## src/glyph_disp_pkg.sv

```systemverilog
// Shared constants and types for the character display refresh block
`default_nettype none
package glyph_disp_pkg;
  localparam int SEG_N = 100;
  localparam int COM_N = 16;
  localparam int DOT_W = 5;
  localparam int TEXT_AW = 7;
  localparam int GLYPH_AW = 6;
  localparam int CODE_W = 8;
  localparam int ROW_W = 4;
  localparam int ROM_AW = CODE_W + ROW_W;
  localparam logic [6:0] LINE2_BASE = 7'h40;
  localparam logic [6:0] LINE1_BASE = 7'h00;
  localparam logic [4:0] CHAR_LAST = 5'h13;
  localparam logic [4:0] ROWS_SHORT = 5'h08;
  localparam logic [4:0] ROWS_TALL = 5'h0B;
  localparam logic [4:0] ROWS_TWO = 5'h10;
  localparam logic [3:0] CUR_ROW_SHORT = 4'h7;
  localparam logic [3:0] CUR_ROW_TALL = 4'hA;
  localparam logic [4:0] DOTS_FULL = 5'h1F;
  localparam logic [4:0] DOTS_NONE = 5'h00;
  localparam logic [3:0] GLYPH_PAGE = 4'h0;
  localparam int BLINK_FRAMES = 32;
  localparam logic SLOT_HOST = 1'b0;
  localparam logic SLOT_REFRESH = 1'b1;

  typedef enum logic [1:0] {
    ST_TEXT = 2'b00,
    ST_GLYPH = 2'b01,
    ST_COMPOSE = 2'b10,
    ST_LATCH = 2'b11
  } refresh_state_t;
endpackage
`default_nettype wire

```

## src/disp_mem_if.sv

```systemverilog
// Port bundle between the refresh controller and one display memory
`default_nettype none
interface disp_mem_if #(
  parameter int AW = 7,
  parameter int DW = 8
);
  logic we;
  logic [AW-1:0] addr;
  logic [DW-1:0] wdata;
  logic [DW-1:0] rdata;

  modport ctrl (output we, output addr, output wdata, input rdata);
  modport mem (input we, input addr, input wdata, output rdata);
endinterface
`default_nettype wire

```

## src/disp_mem.sv

```systemverilog
// Single-port display memory with registered read data
`default_nettype none
module disp_mem #(
  parameter int AW = 7,
  parameter int DW = 8
) (
  input wire logic clk,
  input wire logic rst_n,
  disp_mem_if.mem bus
);
  localparam int DEPTH = 1 << AW;

  // Two-state store: unwritten words read as zero in simulation instead of
  // flooding the refresh path with unknowns; real cells power up at random
  bit [DW-1:0] store [DEPTH];
  logic [DW-1:0] rdata_q;

  // Contents are not reset; software loads them after power-up
  always_ff @(posedge clk) begin
    if (bus.we) begin
      store[bus.addr] <= bus.wdata;
    end
  end

  // Read before write: a port that writes sees the old word
  always_ff @(posedge clk or negedge rst_n) begin
    if (!rst_n) begin
      rdata_q <= '0;
    end else begin
      rdata_q <= store[bus.addr];
    end
  end

  assign bus.rdata = rdata_q;
endmodule
`default_nettype wire

```

## src/glyph_disp_top.sv

```systemverilog
// Character refresh, user glyph lookup, cursor merge and common scan
`default_nettype none
module glyph_disp_top #(
  parameter int BLINK_FRAMES = glyph_disp_pkg::BLINK_FRAMES
) (
  input wire logic CLK,
  input wire logic RST_N,
  input wire logic HOST_PTR_WE,
  input wire logic HOST_PTR_GLYPH,
  input wire logic [6:0] HOST_PTR_ADDR,
  input wire logic HOST_WE,
  input wire logic [7:0] HOST_DATA,
  output logic HOST_READY,
  output logic [6:0] HOST_PTR,
  input wire logic FONT_TALL,
  input wire logic TWO_LINE,
  input wire logic DISPLAY_ON,
  input wire logic CURSOR_ON,
  input wire logic BLINK_ON,
  output logic [11:0] FONT_ROM_ADDR,
  input wire logic [4:0] FONT_ROM_DATA,
  output logic [15:0] COM,
  output logic [99:0] SEG
);
  disp_mem_if #(.AW(glyph_disp_pkg::TEXT_AW), .DW(glyph_disp_pkg::CODE_W)) text_bus ();
  disp_mem_if #(.AW(glyph_disp_pkg::GLYPH_AW), .DW(glyph_disp_pkg::CODE_W)) glyph_bus ();

  disp_mem #(.AW(glyph_disp_pkg::TEXT_AW), .DW(glyph_disp_pkg::CODE_W)) text_code_ram (
    .clk(CLK),
    .rst_n(RST_N),
    .bus(text_bus)
  );

  // Four tall or eight short patterns share the same 64 words
  disp_mem #(.AW(glyph_disp_pkg::GLYPH_AW), .DW(glyph_disp_pkg::CODE_W)) user_glyph_ram (
    .clk(CLK),
    .rst_n(RST_N),
    .bus(glyph_bus)
  );

  logic slot_q;
  logic host_pend_q;
  logic [7:0] pend_data_q;
  logic [6:0] address_pointer_q;
  logic ptr_glyph_q;
  glyph_disp_pkg::refresh_state_t state_q;
  logic [4:0] char_q;
  logic [3:0] row_q;
  logic [7:0] code_q;
  logic [7:0] glyph_q;
  logic [11:0] rom_addr_q;
  logic [99:0] row_buf_q;
  logic [99:0] seg_q;
  logic [15:0] com_q;
  logic [7:0] frame_cnt_q;
  logic blink_q;

  logic commit;
  logic refresh_slot;
  logic [6:0] line_base;
  logic [6:0] text_addr;
  logic [3:0] glyph_row;
  logic [5:0] glyph_addr;
  logic [4:0] num_rows;
  logic row_last;
  logic [3:0] cursor_row;
  logic glyph_code;
  logic at_cursor;
  logic [4:0] src_dots;
  logic [4:0] dots_d;

  assign refresh_slot = (slot_q == glyph_disp_pkg::SLOT_REFRESH);
  assign commit = host_pend_q && !refresh_slot;
  assign HOST_READY = !host_pend_q;
  assign HOST_PTR = address_pointer_q;

  // Slots alternate every cycle so a host write never steals a refresh read
  always_ff @(posedge CLK or negedge RST_N) begin
    if (!RST_N) begin
      slot_q <= glyph_disp_pkg::SLOT_HOST;
    end else begin
      slot_q <= !slot_q;
    end
  end

  // One write is held until the next host slot; a pointer load in the same cycle wins
  always_ff @(posedge CLK or negedge RST_N) begin
    if (!RST_N) begin
      host_pend_q <= 1'b0;
      pend_data_q <= 8'h00;
    end else if (HOST_WE && HOST_READY && !HOST_PTR_WE) begin
      host_pend_q <= 1'b1;
      pend_data_q <= HOST_DATA;
    end else if (commit) begin
      host_pend_q <= 1'b0;
    end
  end

  always_ff @(posedge CLK or negedge RST_N) begin
    if (!RST_N) begin
      address_pointer_q <= 7'h00;
      ptr_glyph_q <= 1'b0;
    end else if (HOST_PTR_WE && HOST_READY) begin
      address_pointer_q <= HOST_PTR_GLYPH ? {1'b0, HOST_PTR_ADDR[5:0]} : HOST_PTR_ADDR;
      ptr_glyph_q <= HOST_PTR_GLYPH;
    end else if (commit) begin
      address_pointer_q <= ptr_glyph_q ? {1'b0, 6'(address_pointer_q[5:0] + 6'h01)}
                                       : 7'(address_pointer_q + 7'h01);
    end
  end

  // Geometry of the current scan
  assign line_base = (TWO_LINE && !FONT_TALL && row_q[3]) ? glyph_disp_pkg::LINE2_BASE
                                                          : glyph_disp_pkg::LINE1_BASE;
  assign text_addr = line_base | {2'b00, char_q};
  assign glyph_row = FONT_TALL ? row_q : {1'b0, row_q[2:0]};
  assign num_rows = FONT_TALL ? glyph_disp_pkg::ROWS_TALL
                  : (TWO_LINE ? glyph_disp_pkg::ROWS_TWO : glyph_disp_pkg::ROWS_SHORT);
  assign row_last = (5'({1'b0, row_q} + 5'h01) >= num_rows);
  assign cursor_row = FONT_TALL ? glyph_disp_pkg::CUR_ROW_TALL : glyph_disp_pkg::CUR_ROW_SHORT;

  // Tall: code bits 2:1 pick the pattern, bits 3 and 0 drop out
  assign glyph_addr = FONT_TALL ? {code_q[2:1], glyph_row}
                                : {code_q[2:0], glyph_row[2:0]};
  assign glyph_code = (code_q[7:4] == glyph_disp_pkg::GLYPH_PAGE);

  // Pointer compared whatever it targets, so a glyph target lands in the first line only
  assign at_cursor = (text_addr == address_pointer_q);
  assign src_dots = glyph_code ? glyph_q[4:0] : FONT_ROM_DATA;

  always_comb begin
    dots_d = DISPLAY_ON ? src_dots : glyph_disp_pkg::DOTS_NONE;
    if (DISPLAY_ON && CURSOR_ON && at_cursor && glyph_row == cursor_row) begin
      dots_d = dots_d | glyph_disp_pkg::DOTS_FULL;
    end
    if (DISPLAY_ON && BLINK_ON && at_cursor && blink_q) begin
      dots_d = glyph_disp_pkg::DOTS_FULL;
    end
  end

  // Memory ports: host owns the even slot, refresh the odd one
  assign text_bus.we = commit && !ptr_glyph_q;
  assign text_bus.addr = refresh_slot ? text_addr : address_pointer_q;
  assign text_bus.wdata = pend_data_q;
  assign glyph_bus.we = commit && ptr_glyph_q;
  assign glyph_bus.addr = refresh_slot ? glyph_addr : address_pointer_q[5:0];
  assign glyph_bus.wdata = pend_data_q;

  always_ff @(posedge CLK or negedge RST_N) begin
    if (!RST_N) begin
      state_q <= glyph_disp_pkg::ST_TEXT;
      char_q <= 5'h00;
      row_q <= 4'h0;
    end else if (refresh_slot) begin
      unique case (state_q)
        glyph_disp_pkg::ST_TEXT: begin
          state_q <= glyph_disp_pkg::ST_GLYPH;
        end
        glyph_disp_pkg::ST_GLYPH: begin
          state_q <= glyph_disp_pkg::ST_COMPOSE;
        end
        glyph_disp_pkg::ST_COMPOSE: begin
          if (char_q == glyph_disp_pkg::CHAR_LAST) begin
            state_q <= glyph_disp_pkg::ST_LATCH;
          end else begin
            char_q <= 5'(char_q + 5'h01);
            state_q <= glyph_disp_pkg::ST_TEXT;
          end
        end
        glyph_disp_pkg::ST_LATCH: begin
          char_q <= 5'h00;
          row_q <= row_last ? 4'h0 : 4'(row_q + 4'h1);
          state_q <= glyph_disp_pkg::ST_TEXT;
        end
      endcase
    end
  end

  // Read data land in the host slot after each refresh read
  always_ff @(posedge CLK or negedge RST_N) begin
    if (!RST_N) begin
      code_q <= 8'h00;
      glyph_q <= 8'h00;
    end else if (!refresh_slot && state_q == glyph_disp_pkg::ST_GLYPH) begin
      code_q <= text_bus.rdata;
    end else if (!refresh_slot && state_q == glyph_disp_pkg::ST_COMPOSE) begin
      glyph_q <= glyph_bus.rdata;
    end
  end

  // Font ROM gets its address two cycles before its data is used
  always_ff @(posedge CLK or negedge RST_N) begin
    if (!RST_N) begin
      rom_addr_q <= 12'h000;
    end else if (refresh_slot && state_q == glyph_disp_pkg::ST_GLYPH) begin
      rom_addr_q <= {code_q, glyph_row};
    end
  end
  assign FONT_ROM_ADDR = rom_addr_q;

  // First character ends up in the top bits, its bit 4 at SEG[99]
  always_ff @(posedge CLK or negedge RST_N) begin
    if (!RST_N) begin
      row_buf_q <= '0;
    end else if (refresh_slot && state_q == glyph_disp_pkg::ST_COMPOSE) begin
      row_buf_q <= {row_buf_q[94:0], dots_d};
    end
  end

  // A stale row beyond the count after a mode change shows no common at all
  always_ff @(posedge CLK or negedge RST_N) begin
    if (!RST_N) begin
      seg_q <= '0;
      com_q <= 16'h0000;
    end else if (refresh_slot && state_q == glyph_disp_pkg::ST_LATCH) begin
      seg_q <= row_buf_q;
      com_q <= ({1'b0, row_q} < num_rows) ? 16'(16'h0001 << row_q) : 16'h0000;
    end
  end
  assign SEG = seg_q;
  assign COM = com_q;

  always_ff @(posedge CLK or negedge RST_N) begin
    if (!RST_N) begin
      frame_cnt_q <= 8'h00;
      blink_q <= 1'b0;
    end else if (refresh_slot && state_q == glyph_disp_pkg::ST_LATCH && row_last) begin
      if (frame_cnt_q == 8'(BLINK_FRAMES - 1)) begin
        frame_cnt_q <= 8'h00;
        blink_q <= !blink_q;
      end else begin
        frame_cnt_q <= 8'(frame_cnt_q + 8'h01);
      end
    end
  end
endmodule
`default_nettype wire

```

## config.mk

```make
export PLATFORM = sky130hd
export DESIGN_NAME = glyph_disp_top
export DESIGN_NICKNAME = d
export VERILOG_FILES = /design/src/glyph_disp_pkg.sv /design/src/disp_mem_if.sv /design/src/disp_mem.sv /design/src/glyph_disp_top.sv
export SDC_FILE = /design/constraint.sdc
export NUM_CORES = 2
export LEC_CHECK = 0
export BUFFER_PORTS_ARGS = -buffer_cell sky130_fd_sc_hd__buf_4
export CAP_MARGIN = 15
export CORE_MARGIN = 2
export CORE_UTILIZATION = 35
export CTS_CLUSTER_DIAMETER = 50
export DETAILED_ROUTE_END_ITERATION = 16
export HOLD_SLACK_MARGIN = 0.02
export SLEW_MARGIN = 30
export SYNTH_ARGS = -nofsm -noshare
export SYNTH_HDL_FRONTEND = slang
export SYNTH_SLANG_ARGS = --single-unit
```

## constraint.sdc

```tcl
create_clock -name CLK -period 4.3 [get_ports CLK]
set_input_delay 0.215 -clock CLK [delete_from_list [all_inputs] [get_ports CLK]]
set_output_delay 0.215 -clock CLK [all_outputs]
set_load 0.03 [all_outputs]
```

==> impl_metrics.env <==
export IMPL_root_buffer="clkbuf_16"
export IMPL_die_w_um=424.9
export IMPL_core_mm2=0.1761
export IMPL_grt_busiest_layer="met2"
export IMPL_max_stage_delay_ps=850
export IMPL_ioPinCount=166
export IMPL_synth_warnings=0
export IMPL_wire_per_inst_um=25.80
export IMPL_max_freq_ghz=0.2691
export IMPL_numCtsBuffers=170
export IMPL_hold_class="in2async"
export IMPL_gp_congestion=0.8591
export IMPL_fp_dieH_um=424.9
export IMPL_crit_slowest_cell="o41ai_2"
export IMPL_insertion_delay_ps=810
export IMPL_fillers=15858
export IMPL_grt_pass1_wl_um=255600
export IMPL_portBuffers=165
export IMPL_slew_headroom=0.3693
export IMPL_crit_family="compound AO/OA/AOI/OAI gates"
export IMPL_cellPowerDensity_mw_per_mm2=460.7
export IMPL_p_leak_nw=25.34
export IMPL_post_cts_resized=0
export IMPL_dp_hpwl_um=110800
export IMPL_antenna_found_initial=10
export IMPL_place_inst=6492
export IMPL_vias=37582
export IMPL_fin_crit_sh=0.8643
export IMPL_crit_buf_inv=2
export IMPL_start_util=0.3521
export IMPL_postCtsSetupBuffers=0
export IMPL_rsz0062_at_grt="no"
export IMPL_synth_seq_area_share=0.7687
export IMPL_skew_ps=53.45
export IMPL_synthFlopType="edfxtp_1"
export IMPL_synth_cell_types=72
export IMPL_finalCriticalPeriod_ps=3717
export IMPL_tightest_slew_ps=946.1
export IMPL_routed_via_density=5.502
export IMPL_drtAntennaViolNets=0
export IMPL_slew_viol_final=0
export IMPL_cts_tree="built"
export IMPL_syn_area_mm2=0.06201
export IMPL_drc=0
export IMPL_status="finished clean"
export IMPL_postLayoutCellArea_mm2=0.07319
export IMPL_worstRegToRegCells=8
export IMPL_placedInstanceArea_mm2=0.06740
export IMPL_setup_tns_ps=0
export IMPL_async_flop_share=0.1785
export IMPL_ir_worst_vdd_uv=342.1
export IMPL_cts_buffer_depth=3
export IMPL_startpoint_type="flop"
export IMPL_use_met1=0.2615
export IMPL_clk_pin_slew_ps=60
export IMPL_ys_ff_latch=1636
export IMPL_gr_total_overflow=0
export IMPL_drt_total_wl_um=176200
export IMPL_avgSynthCellArea_um2=15.54
export IMPL_placementRows=154
export IMPL_hold_violations=0
export IMPL_grtUsageTotal=0.1910
export IMPL_cp_cell_sequence="or4_1, o21ai_4, buf_12, buf_4, a22oi_1, a41oi_1, o41ai_2, o311ai_1"
export IMPL_endpoint_kind="flop"
export IMPL_synthesis_nets=4035
export IMPL_grt_use_met3=0.03573
export IMPL_clkSinkCount=1636
export IMPL_drive_above_1_share=0.1900
export IMPL_path_depth=8
export IMPL_worstPathArrival_ps=4350
export IMPL_drtPass1Iterations=7
export IMPL_synth_edf_count=1344
export IMPL_final_cells=6830
export IMPL_use_met2=0.3098
export IMPL_grt_pass1_vias=36398
export IMPL_hold_buffers=37
export IMPL_cp_max_fo=52
export IMPL_critPathRequiredTime_ps=4930
export IMPL_cap_violations=0
export IMPL_netlist_instances=3989
export IMPL_final_setup_viol_count=0
export IMPL_dieArea_mm2=0.1805
export IMPL_nNetsFinal=4407
export IMPL_areaGrowthSynthToFinish_pct=18.04
export IMPL_htreeDepth=4
export IMPL_drtIter0Drc=4380
export IMPL_crit_type="reg2reg"
export IMPL_grt_max_degree=86
## where the power goes
part	leakage, nW	internal [W]	total (W)	switching (W)
registers	15.8	0.0180	0.0185	0.000485
clock network	2.61	0.00800	0.0142	0.00620
logic	6.89	0.000234	0.00106	0.000823
total	25.3	0.0262	0.0337	0.00751
## logic make-up after synthesis
kind of cell	after synthesis	synth area share
AOI/OAI and AO/OA	918	0.1096
xor gates and xnor gates	18	0.002543
adders and majority gates	16	0.003229
buffers and inverters	258	0.01862
DFF	1636	0.7687
muxes	175	0.03186
and+or+nand+nor	968	0.06538
## per-stage QoR
stage / hold slack, ps / setup slack (ps) / power [W] / util
floorplan: -80.59 / 1187 / 0.01903 / -
global placement: 420.7 / 305.1 / 0.01979 / 0.3825
detailed placement: 202.1 / 721.1 / 0.01982 / 0.3827
CTS: 49.35 / 685.1 / 0.03393 / 0.4156
global route: 68.70 / 555.6 / 0.03465 / 0.4156
finish: 83.46 / 583.3 / 0.03372 / 0.4156
## routing by layer
layer	part of all wire	routed length [µm]	up-vias
li1	-	-	16317
met1	0.41	72390	19138
met2	0.48	83990	1840
met3	0.083	14690	283
met4	0.029	5092	4
met5	0.00015	26	-
## worst min-delay path: stages
cell and delay [ps]:
dlygate4sd3_1 560, buf_8 180, buf_16 290
## Yosys cell counts, drive strengths merged, types with 19 or more instances
| library cell | n | share of area |
|---|---|---|
| o21ai | 80 | 0.0066 |
| nor4 | 19 | 0.0019 |
| a21oi | 103 | 0.0087 |
| a221o | 28 | 0.0045 |
| dfrtp | 292 | 0.12 |
| a22oi | 454 | 0.055 |
| mux2i | 24 | 0.0041 |
| a41oi | 34 | 0.0048 |
| nor2 | 245 | 0.015 |
| nand4 | 55 | 0.0055 |
| a221oi | 66 | 0.0093 |
| mux2 | 151 | 0.028 |
| nand2 | 558 | 0.034 |
| edfxtp | 1344 | 0.65 |
| buf | 124 | 0.011 |
| clkbuf | 120 | 0.0073 |
| nand3 | 21 | 0.0017 |
| a22o | 25 | 0.0035 |
## flip-flops by register name (all words and copies together) (netlist names), 2 cells and up
name,flops
char_q,5
glyph_q,5
frame_cnt_q,8
COM,16
glyph_bus.wdata,8
HOST_PTR,7
row_q,4
SEG,100
user_glyph_ram.store,320
code_q,8
FONT_ROM_ADDR,12
state_q,2
text_code_ram.bus.rdata,8
row_buf_q,100
text_code_ram.store,1024
user_glyph_ram.bus.rdata,5
## cells in the final DEF, fill, tap and decap left out, types with 34 or more instances in the layout
cell type      count
clkbuf_16        173
a221oi_1          66
nand2_1          557
a22oi_1          453
edfxtp_1        1344
o21ai_0           69
nand4_1           55
mux2_2           144
buf_4            383
dlygate4sd3_1     36
a21oi_1           95
a41oi_1           34
nor2_1           240
dfrtp_1          283
clkbuf_1          34
## cell type report
class / count / area (µm²) / share of cell area
Inverter: 14 / 52.55 / 0.0007180
Clock buffer: 218 / 4608 / 0.06296
Multi-Input combinational cell: 2095 / 13370 / 0.1826
Antenna cell: 1 / 2.502 / 0.00003419
Sequential cell: 1636 / 47700 / 0.6517
Clock inverter: 82 / 788.3 / 0.01077
Timing Repair Buffer: 444 / 3746 / 0.05118
Tap cell: 2340 / 2928 / 0.04000
## final timing paths
| path | slack, ps | startpoint | end |
|---|---|---|---|
| setup reg to reg | 580 | HOST_PTR[1] | text_code_ram.bus.rdata[6] |
| max in group asynchronous | 3410 | RST_N | code_q[0] |
| hold / removal | 80 | RST_N | SEG[37] |
| setup / recovery | 580 | HOST_PTR[1] | text_code_ram.bus.rdata[6] |
| min in group CLK | 140 | TWO_LINE | COM[15] |
| hold reg to reg | 460 | row_buf_q[99] | SEG[99] |
Power figures use the tool's default switching activity.
